==> src/design/pm_pkg.sv <==
// shared constants and types for the switch port power management block
package pm_pkg;
  localparam int unsigned NUM_PORTS = 8;
  localparam int unsigned NUM_DS = NUM_PORTS - 1;
  localparam int unsigned NUM_BUDGET = 8;
  localparam int unsigned TMR_W = 16;
  localparam int unsigned DATA_W = 32;
  localparam int unsigned BIDX_W = 3;

  // power state field encodings
  localparam logic [1:0] PS_FULL = 2'h0;
  localparam logic [1:0] PS_HOT = 2'h3;
  localparam logic [DATA_W-1:0] BUDGET_HDR_RST = 32'h0000_0000;
  localparam logic [DATA_W-1:0] BUDGET_DV_RST = 32'h0000_0000;
  localparam logic [TMR_W-1:0] TMR_ZERO = 16'h0000;
  localparam logic [TMR_W-1:0] TMR_ONE = 16'h0001;

  typedef enum logic [1:0] {
    D0_UNINIT,
    D0_ACTIVE,
    D3_HOT,
    D3_COLD
  } pm_state_t;

  // request classes seen at a bridge
  typedef enum logic [2:0] {
    REQ_CFG0,
    REQ_MSG_OWN,
    REQ_OTHER,
    REQ_CPL_OWN,
    REQ_CPL_PASS
  } req_class_t;

  typedef enum logic [1:0] {
    DISP_ACCEPT,
    DISP_UR,
    DISP_UC,
    DISP_ROUTE
  } disp_t;
endpackage

==> src/design/pm_port_fsm.sv <==
// per port device power state machine
`timescale 1ns/100ps
`default_nettype none
module pm_port_fsm
  import pm_pkg::*;
(
  input wire logic sys_clk_i,   // core clock
  input wire logic srst_i,      // fundamental reset
  input wire logic cfg_done_i,  // bridge configured by software
  input wire logic ps_wr_i,     // power state field write strobe
  input wire logic [1:0] ps_val_i, // written encoding
  input wire logic pwr_off_i,   // power removed
  output var pm_state_t state_o // current state
);
  pm_state_t state_q;
  assign state_o = state_q;

  // context is never cleared on leaving hot; only reset touches it
  always_ff @(posedge sys_clk_i) begin
    if (srst_i) begin
      state_q <= D0_UNINIT;
    end else begin
      case (state_q)
        D0_UNINIT: if (cfg_done_i) state_q <= D0_ACTIVE;
        D0_ACTIVE: if (ps_wr_i && ps_val_i == PS_HOT) begin
          state_q <= D3_HOT;
        end
        D3_HOT: begin
          if (pwr_off_i) begin
            state_q <= D3_COLD;
          end else if (ps_wr_i && ps_val_i == PS_FULL) begin
            state_q <= D0_UNINIT;
          end
        end
        D3_COLD: state_q <= D3_COLD;
        default: state_q <= D0_UNINIT;
      endcase
    end
  end
endmodule
`default_nettype wire

==> src/design/pm_ds_timer.sv <==
// down counter that flags expiry of a programmed timeout
`timescale 1ns/100ps
`default_nettype none
module pm_ds_timer
  import pm_pkg::*;
(
  input wire logic sys_clk_i,   // core clock
  input wire logic srst_i,      // reset
  input wire logic start_i,     // load and run
  input wire logic stop_i,      // halt
  input wire logic [TMR_W-1:0] limit_i, // timeout in cycles
  output logic expire_o         // one cycle pulse at timeout
);
  logic [TMR_W-1:0] cnt_q;
  logic run_q;
  logic expire_q;
  assign expire_o = expire_q;

  always_ff @(posedge sys_clk_i) begin
    if (srst_i) begin
      run_q <= 1'b0;
      cnt_q <= TMR_ZERO;
      expire_q <= 1'b0;
    end else if (start_i) begin
      // a fresh start beats a clear, so a new event keeps its timer
      run_q <= 1'b1;
      cnt_q <= limit_i;
      expire_q <= 1'b0;
    end else if (stop_i) begin
      run_q <= 1'b0;
      cnt_q <= TMR_ZERO;
      expire_q <= 1'b0;
    end else if (run_q) begin
      expire_q <= (cnt_q <= TMR_ONE);
      run_q <= (cnt_q > TMR_ONE);
      cnt_q <= cnt_q - TMR_ONE;
    end else begin
      expire_q <= 1'b0;
    end
  end
endmodule
`default_nettype wire

==> src/design/pm_switch.sv <==
// power management top: port states, event resend, turn-off fence, budget
`timescale 1ns/100ps
`default_nettype none
module pm_switch
  import pm_pkg::*;
(
  input wire logic sys_clk_i,                 // core clock
  input wire logic srst_i,                    // fundamental reset
  input wire logic [NUM_PORTS-1:0] cfg_done_i, // bridge configured
  input wire logic [NUM_PORTS-1:0] ps_wr_i,    // power state write
  input wire logic [1:0] ps_val_i,            // written encoding
  input wire logic pwr_off_i,                 // device power removed
  output logic [2*NUM_PORTS-1:0] state_o,     // packed port states
  output logic dev_low_power_o,               // whole device low power
  output logic [NUM_DS-1:0] link_l1_ok_o,     // link may enter L1
  input wire logic req_vld_i,                 // request at a bridge
  input wire logic [BIDX_W-1:0] req_port_i,   // target port
  input wire logic req_sec_i,                 // arrived on secondary
  input wire logic [2:0] req_class_i,         // request class
  output logic [1:0] req_disp_o,              // disposition
  output logic req_disp_vld_o,                // disposition valid
  input wire logic err_vld_i,                 // error event
  input wire logic err_from_tlp_i,            // error caused by a packet
  input wire logic [BIDX_W-1:0] err_port_i,   // port of error
  output logic err_msg_o,                     // error message sent
  input wire logic [NUM_DS-1:0] hp_event_i,   // hot-plug event
  input wire logic [NUM_DS-1:0] pme_clr_i,    // event status clear
  input wire logic [TMR_W-1:0] svc_tmo_i,     // service timeout
  output logic [NUM_DS-1:0] pme_msg_o,        // event message pulse
  output logic [NUM_DS-1:0] pme_sts_o,        // event status bits
  input wire logic turnoff_i,                 // turn-off from upstream
  input wire logic [NUM_DS-1:0] ds_active_i,  // downstream link active
  input wire logic [NUM_DS-1:0] ds_ack_i,     // downstream ack received
  input wire logic [TMR_W-1:0] ack_tmo_i,     // ack timeout
  output logic [NUM_DS-1:0] ds_turnoff_o,     // forwarded turn-off
  output logic [NUM_DS-1:0] ds_l23_o,         // link to L2/L3 ready
  output logic [NUM_DS-1:0] ds_tmo_o,         // ack timeout declared
  output logic us_ack_o,                      // ack sent upstream
  output logic us_l23_o,                      // upstream L2/L3 ready
  input wire logic budget_unlock_i,           // data unlock bit
  input wire logic hdr_load_i,                // external header load
  input wire logic [DATA_W-1:0] hdr_data_i,   // header load value
  input wire logic bdv_wr_i,                  // data value write
  input wire logic bdv_ext_i,                 // external init write
  input wire logic [BIDX_W-1:0] bdv_idx_i,    // data value index
  input wire logic [DATA_W-1:0] bdv_data_i,   // write data
  output logic [DATA_W-1:0] bdv_rdata_o,      // read data
  output logic [DATA_W-1:0] budget_hdr_o      // capability header
);
  pm_state_t st [NUM_PORTS];
  logic [NUM_DS-1:0] svc_exp;
  logic [NUM_DS-1:0] ack_exp;
  logic [NUM_DS-1:0] pme_send;
  logic [NUM_DS-1:0] fence_done;
  logic [2*NUM_PORTS-1:0] state_q;
  logic dev_low_q;
  logic [NUM_DS-1:0] l1_ok_q;
  logic [1:0] disp_q;
  logic disp_vld_q;
  logic err_msg_q;
  logic [NUM_DS-1:0] pme_msg_q;
  logic [NUM_DS-1:0] pme_sts_q;
  logic [NUM_DS-1:0] got_ack_q;
  logic [NUM_DS-1:0] ds_to_q;
  logic [NUM_DS-1:0] ds_l23_q;
  logic [NUM_DS-1:0] ds_tmo_q;
  logic fence_q;
  logic us_ack_q;
  logic us_l23_q;
  logic [DATA_W-1:0] hdr_q;
  logic [DATA_W-1:0] bdv_q [NUM_BUDGET];
  logic [DATA_W-1:0] rdata_q;

  // classify one request against its bridge state
  function automatic disp_t classify(pm_state_t s, logic sec,
                                     logic [2:0] c);
    disp_t d;
    d = (c == REQ_CPL_PASS) ? DISP_ROUTE : DISP_ACCEPT;
    if (s == D3_HOT) begin
      if (c == REQ_CPL_PASS) d = DISP_ROUTE;
      else if (c == REQ_CPL_OWN) d = DISP_UC;
      else if (sec) d = DISP_UR;
      else if (c == REQ_CFG0 || c == REQ_MSG_OWN) d = DISP_ACCEPT;
      else d = DISP_UR;
    end
    return d;
  endfunction

  function automatic logic is_hot(pm_state_t s);
    return s == D3_HOT;
  endfunction

  genvar gp;
  generate
    for (gp = 0; gp < NUM_PORTS; gp++) begin : g_port
      // each bridge owns its state; port 0 stands for the device
      pm_port_fsm u_fsm (
        .sys_clk_i(sys_clk_i),
        .srst_i(srst_i),
        .cfg_done_i(cfg_done_i[gp]),
        .ps_wr_i(ps_wr_i[gp]),
        .ps_val_i(ps_val_i),
        .pwr_off_i(pwr_off_i),
        .state_o(st[gp])
      );
    end
    for (gp = 0; gp < NUM_DS; gp++) begin : g_ds
      pm_ds_timer u_svc (
        .sys_clk_i(sys_clk_i),
        .srst_i(srst_i),
        .start_i(pme_send[gp]),
        .stop_i(pme_clr_i[gp]),
        .limit_i(svc_tmo_i),
        .expire_o(svc_exp[gp])
      );
      pm_ds_timer u_ack (
        .sys_clk_i(sys_clk_i),
        .srst_i(srst_i),
        .start_i(ds_to_q[gp]),
        .stop_i(ds_ack_i[gp] || !fence_q),
        .limit_i(ack_tmo_i),
        .expire_o(ack_exp[gp])
      );
      // no events from cold; resend while status stays set
      assign pme_send[gp] = st[gp+1] != D3_COLD &&
        ((hp_event_i[gp] && !pme_sts_q[gp]) ||
         (svc_exp[gp] && pme_sts_q[gp] && !pme_clr_i[gp]));
      assign fence_done[gp] = got_ack_q[gp] || !ds_active_i[gp];
    end
  endgenerate

  always_ff @(posedge sys_clk_i) begin
    if (srst_i) begin
      state_q <= '0;
      dev_low_q <= 1'b0;
      l1_ok_q <= '0;
    end else begin
      for (int i = 0; i < NUM_PORTS; i++) begin
        state_q[2*i +: 2] <= st[i];
      end
      for (int i = 0; i < NUM_DS; i++) begin
        l1_ok_q[i] <= is_hot(st[i+1]);
      end
      // the upstream ack is a pulse; the ready level keeps this standing
      dev_low_q <= is_hot(st[0]) && us_l23_q;
    end
  end

  always_ff @(posedge sys_clk_i) begin
    if (srst_i) begin
      disp_q <= DISP_ACCEPT;
      disp_vld_q <= 1'b0;
      err_msg_q <= 1'b0;
    end else begin
      disp_vld_q <= req_vld_i;
      disp_q <= classify(st[req_port_i], req_sec_i, req_class_i);
      // non-packet errors are dropped while the bridge is hot
      err_msg_q <= err_vld_i &&
        (err_from_tlp_i || !is_hot(st[err_port_i]));
    end
  end

  // event status: a new event wins over a clear in the same cycle
  always_ff @(posedge sys_clk_i) begin
    if (srst_i) begin
      pme_sts_q <= '0;
      pme_msg_q <= '0;
    end else begin
      pme_msg_q <= pme_send;
      pme_sts_q <= (pme_sts_q & ~pme_clr_i) | pme_send;
    end
  end

  always_ff @(posedge sys_clk_i) begin
    if (srst_i) begin
      fence_q <= 1'b0;
      ds_to_q <= '0;
      got_ack_q <= '0;
      ds_l23_q <= '0;
      ds_tmo_q <= '0;
      us_ack_q <= 1'b0;
      us_l23_q <= 1'b0;
    end else begin
      ds_to_q <= '0;
      us_ack_q <= 1'b0;
      if (turnoff_i && !fence_q) begin
        fence_q <= 1'b1;
        ds_to_q <= ds_active_i;
        got_ack_q <= '0;
        ds_l23_q <= '0;
        ds_tmo_q <= '0;
      end else if (fence_q) begin
        got_ack_q <= got_ack_q | ds_ack_i | ack_exp;
        ds_tmo_q <= ds_tmo_q | (ack_exp & ~got_ack_q);
        ds_l23_q <= ds_l23_q | ds_ack_i | ack_exp;
        if (&fence_done) begin
          fence_q <= 1'b0;
          us_ack_q <= 1'b1;
          us_l23_q <= 1'b1;
        end
      end
      // return to uninitialized reopens the upstream link
      if (st[0] == D0_UNINIT) us_l23_q <= 1'b0;
    end
  end

  always_ff @(posedge sys_clk_i) begin
    if (srst_i) begin
      hdr_q <= BUDGET_HDR_RST;
    end else if (hdr_load_i) begin
      hdr_q <= hdr_data_i;
    end
  end

  always_ff @(posedge sys_clk_i) begin
    if (srst_i) begin
      for (int i = 0; i < NUM_BUDGET; i++) begin
        bdv_q[i] <= BUDGET_DV_RST;
      end
      rdata_q <= BUDGET_DV_RST;
    end else begin
      if (bdv_ext_i || (bdv_wr_i && budget_unlock_i)) begin
        bdv_q[bdv_idx_i] <= bdv_data_i;
      end
      rdata_q <= bdv_q[bdv_idx_i];
    end
  end

  assign state_o = state_q;
  assign dev_low_power_o = dev_low_q;
  assign link_l1_ok_o = l1_ok_q;
  assign req_disp_o = disp_q;
  assign req_disp_vld_o = disp_vld_q;
  assign err_msg_o = err_msg_q;
  assign pme_msg_o = pme_msg_q;
  assign pme_sts_o = pme_sts_q;
  assign ds_turnoff_o = ds_to_q;
  assign ds_l23_o = ds_l23_q;
  assign ds_tmo_o = ds_tmo_q;
  assign us_ack_o = us_ack_q;
  assign us_l23_o = us_l23_q;
  assign bdv_rdata_o = rdata_q;
  assign budget_hdr_o = hdr_q;
endmodule
`default_nettype wire

==> config.mk <==
export PLATFORM = sky130hd
export DESIGN_NAME = pm_switch
export DESIGN_NICKNAME = d
export VERILOG_FILES = /design/src/design/pm_pkg.sv /design/src/design/pm_port_fsm.sv /design/src/design/pm_ds_timer.sv /design/src/design/pm_switch.sv
export SDC_FILE = /design/constraint.sdc
export NUM_CORES = 1
export LEC_CHECK = 0
export ABC_AREA = 1
export BUFFER_PORTS_ARGS = -buffer_cell sky130_fd_sc_hd__buf_4
export CAP_MARGIN = 5
export CORE_MARGIN = 2
export CORE_UTILIZATION = 60
export DETAILED_ROUTE_END_ITERATION = 6
export PLACE_DENSITY = 0.89
export SETUP_SLACK_MARGIN = 0.15
export SLEW_MARGIN = 30
export SYNTH_ARGS = -nofsm -noshare
export SYNTH_HDL_FRONTEND = slang
export SYNTH_SLANG_ARGS = --single-unit
export TNS_END_PERCENT = 20
==> constraint.sdc <==
create_clock -name sys_clk_i -period 3 [get_ports sys_clk_i]
set_input_delay 0.45 -clock sys_clk_i [delete_from_list [all_inputs] [get_ports sys_clk_i]]
set_output_delay 0.45 -clock sys_clk_i [all_outputs]
set_load 0.02 [all_outputs]
-- Word-level counts from Yosys, hierarchy flattened
Memories as Yosys holds them, arrays and structs flattened. A register that Yosys moved wholly into a read port is not among the register bits.
Cells that the tools add are included.
- $add $sub $neg: 14
- order comparisons: 30
- eq/ne operators: 61
- mux-type cells: 148
- bitwise logic cells: 28
- reduce and logical (&&, ||, !) cells: 148
- operators by type and width (operator ; number):
    $mux W16 ; 42
    $gt A16 B1 Y1 const B ; 14
    $le A16 B1 Y1 const B ; 14
    $sub A16 B1 Y16 const B ; 14
    $mux W2 ; 40
    $pmux W2 S4 ; 8
    $reduce_or A4 Y1 ; 14
    $mux W1 ; 54
    $logic_and A1 B1 Y1 ; 48
    $or A7 B7 Y7 ; 6
    $reduce_bool A3 Y1 ; 14
    $eq A2 B2 Y1 const B ; 19
    $mux W32 ; 1
    $reduce_or A32 Y1 ; 1
    $ne A2 B2 Y1 const B ; 15
    $logic_or A1 B1 Y1 ; 24
    $ne A3 B2 Y1 const B ; 8
    $reduce_and A3 Y1 ; 8
    $logic_not A1 Y1 ; 23
    $logic_not A2 Y1 ; 9
    $eq A2 B1 Y1 const B ; 8
    $ne A2 B1 Y1 const B ; 8
    $not A1 Y1 ; 16
    $and A7 B7 Y7 ; 2
    13 further kinds ; 19
- bits in registers: 373
- RAM bits: 256
- bits of input ports: 166
- output and inout bits: 129
- word-level logic and storage cells: 496
- memories kept: 1
- memory list (memory ; depth ; bits a word ; rd ports ; clocked after memory_dff ; wr ports ; line ; source):
    bdv_q ; 8 ; 32 ; 1 ; 1 ; 8 ; pm_switch.sv:71 ; logic [DATA_W-1:0] bdv_q [NUM_BUDGET];

-- Depth between registers and ports, before layout
Gate-level depths: netlist of the first run.
- word-level depth: 8
- gate-level depth with buffers: 11
- mapped depth without buffers: 11

-- Modules after synthesis
From an unflattened synthesis of the first run, not the netlist that was laid out.
- cells, all modules: 4272
- area total of the unflattened synthesis: 34455.5 sq um
- by module, submodules not included (module ; times used ; cells each ; area each (sq um) ; seq. area each (sq um)):
    pm_switch ; 1 ; 1544 ; 15572.4 ; 10430.0
    pm_ds_timer (g_ds[0].u_ack ...) ; 9 ; 183 ; 1280.0 ; 360.3
    pm_ds_timer (g_ds[4].u_svc ...) ; 5 ; 181 ; 1272.5 ; 360.3
    pm_port_fsm ; 8 ; 22 ; 125.1 ; 40.0

-- Least setup slack after synthesis of the first run
OpenSTA, ideal clock, no wires.
- path type: input port to flip-flop
- from: in bdv_wr_i
- to: mem bdv_q[1][0] (enable)
- setup time: 389 ps
- arrival time: 2012 ps
- data required time: 2611 ps
- path slack: 599 ps
- stages: 6
- path buffers: 1
- cell sequence: a21oi_1 -> or2_2 -> nor2_1 -> nand2_1 -> clkbuf_1 -> nand2_1
- RTL lines (element ; line ; source):
    start, declared ; pm_switch.sv:43 ; input wire logic bdv_wr_i,
    end, declared ; pm_switch.sv:71 ;

-- Worst setup path in the final report of the first run
- from: reg fence_q
- to: reg g_ds[5].u_ack.cnt_q[3]
- word-level cells in the longest chain between the ends: 4
- elaborated cells on any way between the ends: 5
- those cells by class: 2 x mux; 3 x reduce/logical
- RTL lines (element ; line ; source):
    start, declared ; pm_switch.sv:67 ; logic fence_q;
    start signal, assigned ; pm_switch.sv:176 ; fence_q <= 1'b0;
    start signal, assigned ; pm_switch.sv:187 ; fence_q <= 1'b1;
    start signal, assigned ; pm_switch.sv:197 ; fence_q <= 1'b0;
    $logic_not A1 Y1 (*) ; pm_switch.sv:120 ; .stop_i(ds_ack_i[gp] || !fence_q),
    $logic_or A1 B1 Y1 (*) ; pm_switch.sv:120 ;
    $mux W16 ; pm_ds_timer.sv:29 ; end else if (stop_i) begin
    $mux W16 ; pm_ds_timer.sv:24 ; end else if (start_i) begin
    end signal, assigned ; pm_ds_timer.sv:27 ; cnt_q <= limit_i;
    end signal, assigned ; pm_ds_timer.sv:36 ; cnt_q <= cnt_q - TMR_ONE;
    end, declared ; pm_ds_timer.sv:14 ; logic [TMR_W-1:0] cnt_q;
Mark *: on every way between the ends. The rest lies on a longest branch, timed or not.
A chain may end at the register's enable or synchronous reset.

==> PnR_summary.wiki, run 1 <==
{| class="wikitable"
! Metric !! Value
|-
| Syn-to-layout area delta || 15.39%
|-
| Fraction of registers with async set/reset || 0%
|-
| Register bit total from synthesis || 661
|-
| Data arrival time of the critical path || 2.95 ns
|-
| Fin crit period || about 2.5 ns
|-
| Detailed placement HPWL || 58.05 mm
|-
| Maximum number of pins on one net before global-route repair || 129
|-
| Fin crit share || between 80% and 90%
|-
| TNS Setup || 0 ns
|-
| Die extent in y || 238.0 um
|-
| Hold crit path type || input port to register
|-
| Detailed router's first-iteration violation count || 3322
|-
| Count of final hold-check violations || 0
|-
| Post-CTS clock slew at the launch and capture registers of the worst setup and hold paths || 0.06 ns
|-
| Number of global-route vias before repair || 29.03k
|-
| Total Routed Length || between 90 and 100 mm
|-
| Global-route wire length before repair || ~150 mm
|-
| Overall global routing resource usage || between 30% and 40%
|-
| Horizontal die dimension || around 240 um
|-
| EDFF count, synth || about 260
|-
| Worst setup skew after layout || 0.01840 ns
|-
| R2R setup slack || 0.53 ns
|-
| Setup Crit Path Kind || register to register
|-
| Synth Instances || 4410
|-
| CTS tree || built
|-
| Transition time at the pin with the least slew margin || 0.9464 ns
|-
| Final setup viols || 0
|-
| Dominant cells by area after synthesis || dfxtp_1 25%, edfxtp_1 23%, nor2_1 9.6%
|-
| Count of final max-slew check failures || 0
|-
| Ys flop type || dfxtp_1
|-
| Final design utilization || about 70%
|-
| Length of the first detailed-routing pass in iterations || 6
|-
| Cell type contributing the most total cell area after synthesis || dfxtp_1
|-
| ANT nets after route || 0
|-
| Antenna Cells || 0
|-
| Finished layout cell area || around 0.038 mm^2
|-
| Number of port buffers || 294
|-
| Critical Path Start Type || register
|-
| Layout cells sized above 1 || 11.01%
|-
| Area fraction of the dominant cell type after synthesis || 24.68%
|-
| Worst-case clock buffer depth || 3
|-
| Hold bufs inserted after CTS || 0
|-
| Outcome || completed
|-
| Post-synth net total || 4604
|-
| Crit. End Element || register
|-
| Total Die Area || approximately 0.057 mm^2
|-
| Cell area after technology mapping || 0.03286 mm^2
|-
| Total clock buffers created by CTS || 71
|-
| CTS-repair resized insts || 0
|-
| Leftover overflow at the end of global routing || 0
|-
| Number of rows created at floorplan || 85
|-
| RR Startpoint || fence_q$_SDFF_PP0_
|-
| Clock sink count || 661
|-
| Standard cell area after detailed placement || 0.03548 mm^2
|-
| Share of synthesized area occupied by flip-flops and latches || approximately 48%
|-
| Count of cell types in the netlist || 44
|-
| Required time at the endpoint of the critical path || about 3.5 ns
|-
| Highest ir drop seen on vdd || 0.6629 mV
|-
| Number of vias in the routed layout || 31.15k
|-
| RD Place Congestion || 0.9300
|-
| Dpl ws || 0.6092 ns
|-
| Maximum level of the CTS H-tree || 3
|-
| Power per cell area || approximately 650 mW/mm^2
|-
| Ys Warns || 0
|-
| Later-pin clock latency in the skew report || 0.61 ns
|-
| Critical Path Fanout Max || 18
|-
| Count of buffers added by post-CTS timing repair for setup || 0
|-
| WHS Endpoint || req_disp_vld_o$_SDFF_PP0_
|-
| Most instantiated cells after synthesis || 838 x nor2_1, 610 x nand2_1, 560 x o21ai_0
|-
| Origin of the worst min-delay path || req_vld_i
|-
| Setup repair after global routing missed its margin || false
|-
| Mean routed wirelength per cell || about 17 um
|-
| Endpoint of the worst-slack reg-to-reg timing path || g_ds[5].u_ack.cnt_q[3]$_SDFFE_PP0P_
|-
| Highest Clock Rate || 0.4055 GHz
|-
| I/O pin total || 295
|-
| Worst rel slew slack || 36.90%
|-
| Avg Inst Size Synth || 7.450 um^2
|-
| Post-route worst setup slack || 0.5342 ns
|-
| Leakage power || 16.46 nW
|-
| Number of nets in the final layout || 4831
|-
| Logic depth of the worst register-to-register path || 9
|-
| Number of antenna violations at the first check in global routing || 0
|-
| Most numerous cell in the Yosys netlist || nor2_1
|-
| DRC violations left || 0
|-
| Starting utilization of the core area || between 60% and 70%
|-
| Cells on Worst Hold Path || 3
|-
| Clock root buffer || clkbuf_16
|-
| Detailed-route vias per instance || 5.777
|-
| Core area || 0.05403 mm^2
|-
| Maxcap violations || 0
|}
[layout by cell type, fill, tap and decap left out, drive strengths merged, types with 38 or more instances in the layout]
master  synthesis  final
a21oi         341    341
a31oi          39     39
buf            94    340
clkbuf         92    104
dfxtp         405    405
edfxtp        256    256
inv           530    532
nand2         617    617
nand3         339    339
nand4          38     38
nor2          857    857
o21a           64     64
o21ai         596    596
[stage by stage]
step	instances	total power [mW]	hold slack, ns
after CTS	5392	24.69	0.03664
final	5392	24.73	0.05885
after global placement	5260	15.45	0.4512
after floorplan	4410	14.19	0.4431
after detailed placement	5260	15.63	0.4545
after global routing	5392	25.87	0.06014
[metal layers]
metal  global-route usage [%]  vias to the layer above  wire length, um  part of all wire, %
met5                        0                        -                0                    0
met4                    13.83                        0             3649                  4.0
met3                    6.247                      281             8614                  9.4
met2                    53.15                     1511            43740                   48
met1                    40.02                    14359            35420                   39
li1                         -                    15000                -                    -
[where the power goes]
| group | internal (mW) | switching, mW | total [mW] |
|---|---|---|---|
| registers | 10.1 | 0.545 | 10.6 |
| clock network | 5.51 | 3.61 | 9.12 |
| logic | 1.68 | 3.30 | 4.98 |
| total | 17.3 | 7.46 | 24.7 |
[cell type report]
cell class                 instances  area [um^2]
inverter                         536         2018
fill                            4121        16110
timing repair buffer             340         2628
tap                              696        870.8
sequential                       661        15800
clock inverter                    28        352.8
multi-input combinational       3027        14170
clock buffer                     104         2077
[state kept, by name (all words and copies together), names as in the netlist, 16 cells and up]
register	cells
bdv_q	256
g_ds.u_ack.cnt_q	112
g_ds.u_svc.cnt_q	112
bdv_rdata_o	32
budget_hdr_o	32
g_port.u_fsm.state_o	16
state_o	16
[kinds of logic (layout without fill, tap and decap cells)]
| family | count (synthesis) | after routing | synth area share (%) |
|---|---|---|---|
| and+or+nand+nor | 1903 | 1903 | 24.20 |
| AOI/OAI and AO/OA | 1083 | 1083 | 17.51 |
| buffers and inverters | 722 | 1008 | 8.804 |
| DFF | 661 | 661 | 48.07 |
| adders and majority gates | 28 | 28 | 1.066 |
| xor gates and xnor gates | 13 | 13 | 0.3465 |
[how the worst max path moves through the flow]
stage | cells after the start | start | to
floorplan | 6 | bdv_wr_i | bdv_q[1][0]$_SDFFCE_PN0P_
global placement | 9 | fence_q$_SDFF_PP0_ | g_ds[5].u_ack.cnt_q[1]$_SDFFE_PP0P_
detailed placement | 9 | fence_q$_SDFF_PP0_ | g_ds[5].u_ack.cnt_q[3]$_SDFFE_PP0P_
CTS | 9 | fence_q$_SDFF_PP0_ | g_ds[5].u_ack.cnt_q[3]$_SDFFE_PP0P_
global route | 9 | fence_q$_SDFF_PP0_ | g_ds[5].u_ack.cnt_q[3]$_SDFFE_PP0P_
finish | 9 | fence_q$_SDFF_PP0_ | g_ds[5].u_ack.cnt_q[3]$_SDFFE_PP0P_
[critical path, cell delays in order, from the launching register on]
cell and delay [ns]:
dfxtp_1 0.60, inv_2 0.26, nor2_1 0.21, inv_2 0.08, nor2_4 0.30, inv_2 0.13
nor2_4 0.27, inv_2 0.20, o21ai_0 0.22, a21oi_1 0.06
Power figures use the tool's default switching activity.
==> run 2: changes to the inputs <==
Clock period 3 ns to 2.3 ns, I/O delays scaled along.
==> PnR_summary.wiki, run 2 (synthesis results as in run 1) <==
{| class="wikitable"
! Metric !! Value
|-
| Number of vias in the routed layout || 31.81k (+2.1%)
|-
| Highest ir drop seen on vdd || 0.7218 mV (+8.9%)
|-
| CP max-delay cell || dfxtp_1
|-
| Finished layout cell area || 0.03839 mm^2 (+1.3%)
|-
| CTS-repair resized insts || 0 (unchanged)
|-
| Max FFs per register || 256 (unchanged)
|-
| Worst-case clock buffer depth || 3 (unchanged)
|-
| Worst rel slew slack || 50.16% (+13 points)
|-
| Critical Path Start Type || register
|-
| Outcome || completed
|-
| Layout filler cell count || 4073 (-1.2%)
|-
| Detailed router's first-iteration violation count || 3490 (+5.1%)
|-
| ANT nets after route || 0 (unchanged)
|-
| Leftover overflow at the end of global routing || 0 (unchanged)
|-
| Fin crit share || 82.66% (+0.47 points)
|-
| Number of rows created at floorplan || 85 (unchanged)
|-
| Hold crit path type || input port to register
|-
| I/O pin total || 295 (unchanged)
|-
| Core area || 0.05403 mm^2 (unchanged)
|-
| Multi-input combinational cell area || 0.01418 mm^2 (about the same)
|-
| CP Cell Sequence || inv_2 > or2_4 > nor2_8 > nand2_4 > inv_2 > a21oi_1 > a21oi_1
|-
| Number of port buffers || 294 (unchanged)
|-
| Standard cell area after detailed placement || 0.03579 mm^2 (+0.87%)
|-
| Highest Clock Rate || 0.5260 GHz (+30%)
|-
| Clock root buffer || clkbuf_16
|-
| Total Routed Length || 94.18 mm (+3.0%)
|-
| Number of nets in the final layout || 4905 (+1.5%)
|-
| Largest register by flop count || bdv_q
|-
| Power per cell area || 820.7 mW/mm^2 (+26%)
|-
| TNS Setup || 0 ns (unchanged)
|-
| Crit path largest cell delay || 0.34 ns (-0.26 ns)
|-
| Count of buffers added by post-CTS timing repair for setup || 0 (unchanged)
|-
| Setup repair after global routing missed its margin || false
|-
| Detailed-route vias per instance || 5.824 (+0.81%)
|-
| Count of final hold-check violations || 0 (unchanged)
|-
| Commonest non-fill, non-tap cells in the layout || 837 x nor2_1, 608 x nand2_1, 560 x o21ai_0
|-
| Leakage power || 16.69 nW (+1.4%)
|-
| RD Place Congestion || 0.9344 (+0.47%)
|-
| Final setup viols || 0 (unchanged)
|-
| Later-pin clock latency in the skew report || 0.63 ns (+0.02 ns)
|-
| Maxcap violations || 0 (unchanged)
|-
| Starting utilization of the core area || 60.82% (unchanged)
|-
| Number of antenna violations at the first check in global routing || 1 (+1)
|-
| Most common library cell in the layout ignoring fill and taps || nor2_1
|-
| Crit. End Element || register
|-
| Fin crit period || 1.901 ns (-0.5645 ns)
|-
| Setup Crit Path Kind || register to register
|-
| Mean routed wirelength per cell || 17.24 um (+1.7%)
|-
| Overall global routing resource usage || 32.33% (+0.61 points)
|-
| Total clock buffers created by CTS || 68 (-4.2%)
|-
| Syn-to-layout area delta || 16.84%
|-
| Number of global-route vias before repair || 29.80k (+2.7%)
|-
| Transition time at the pin with the least slew margin || 0.7477 ns (-0.1988 ns)
|-
| Worst setup skew after layout || 0.03330 ns (+0.01490 ns)
|-
| Die extent in y || 238.0 um (unchanged)
|-
| Global-route wire length before repair || 149.0 mm (+1.8%)
|-
| CTS tree || built
|-
| Horizontal die dimension || 238.0 um (unchanged)
|-
| DRC violations left || 0 (unchanged)
|-
| Maximum number of pins on one net before global-route repair || 101 (-22%)
|-
| Total Die Area || 0.05665 mm^2 (unchanged)
|-
| Critical Path Fanout Max || 19 (+1)
|-
| Required time at the endpoint of the critical path || 2.82 ns (-0.66 ns)
|-
| Layout cells sized above 1 || 11.52% (+0.51 points)
|-
| Register Area || 0.01580 mm^2 (unchanged)
|-
| Data arrival time of the critical path || 2.42 ns (-0.53 ns)
|-
| Detailed placement HPWL || 60.38 mm (+4.0%)
|-
| Maximum level of the CTS H-tree || 3 (unchanged)
|-
| Count of final max-slew check failures || 0 (unchanged)
|-
| Length of the first detailed-routing pass in iterations || 6 (unchanged)
|-
| Post-CTS clock slew at the launch and capture registers of the worst setup and hold paths || 0.06 ns (about the same)
|-
| Clock sink count || 661 (unchanged)
|-
| Largest registers || bdv_q: 256 flops, g_ds.u_ack.cnt_q: 112 flops, g_ds.u_svc.cnt_q: 112 flops
|}
run 2: cell count changes in the layout (fill, tap and decap cells not counted), sizes merged:
cell	previous run	this run
clkinv	22	23
bufinv	8	4
clkinvlp	2	3
clkbuf	104	99
dlygate4sd3	0	40
buf	340	377
inv	532	530
diode	0	2
run 2: power breakdown:
| group | switching [mW] | leakage, nW | internal, mW |
|---|---|---|---|
| combinational | 4.38 | 9.83 | 2.29 |
| clock | 4.67 | 1.07 | 6.32 |
| sequential | 0.698 | 5.79 | 13.1 |
| total | 9.75 | 16.7 | 21.8 |
run 2: cell type report:
class	count	share of cell area (%)
clock inverters	24	0.6812
well taps	696	2.269
multi-input cells	3027	36.93
repair buffers	417	8.676
diodes	2	0.01304
inverters	536	5.257
clock buffers	99	5.029
flip-flops and latches	661	41.15
run 2: worst max-delay path: cells and delay by family, from the launching register on:
family                 cells  cell delay [ns]
AOI/OAI and AO/OA          2             0.27
and+or+nand+nor            3             0.76
DFF                        1             0.34
buffers and inverters      2             0.42
run 2: path summary, 6_finish.rpt:
kind                                                startpoint                                   end  slack, ns  cells past startpoint
worst max-delay path                        fence_q$_SDFF_PP0_  g_ds[4].u_ack.cnt_q[15]$_SDFFE_PP0P_       0.40                      7
worst min-delay path                              pme_clr_i[6]               pme_sts_o[6]$_SDFF_PP0_       0.03                      4
worst max register to register              fence_q$_SDFF_PP0_  g_ds[4].u_ack.cnt_q[15]$_SDFFE_PP0P_       0.40                      7
worst min register to register  g_ds[4].u_ack.run_q$_SDFF_PP0_     g_ds[4].u_ack.expire_o$_SDFF_PP0_       0.45                      2
run 2: metrics by stage:
stage          power (mW)  cells  utilization (%)  setup slack [ns]  hold slack, ns
2_1_floorplan       18.50   4410                -           0.04308          0.4431
3_3_place_gp        20.23   5297            66.25            0.3067          0.4412
3_5_place_dp        20.47   5297            66.25            0.3077          0.4582
4_1_cts             31.42   5460            71.04            0.4060        0.004632
5_1_grt             32.98   5461            71.05            0.2724         0.02218
6_report            31.51   5462            71.05            0.3987         0.02574
run 2: timing repair:
action / in CTS / in global routing
endpoints found under the hold margin: 40 / 0
endpoints found under the setup margin: 0 / 0
hold buffers: 40 / 0
run 2: layer usage:
layer | up-vias | track usage (%) | wire length [um] | share of wire [%]
li1 | 15142 | - | - | -
met1 | 14634 | 39.88 | 35610 | 38
met2 | 1713 | 54.45 | 44610 | 47
met3 | 322 | 5.715 | 9319 | 9.9
met4 | 0 | 16.82 | 4635 | 4.9
met5 | - | 0 | 0 | 0
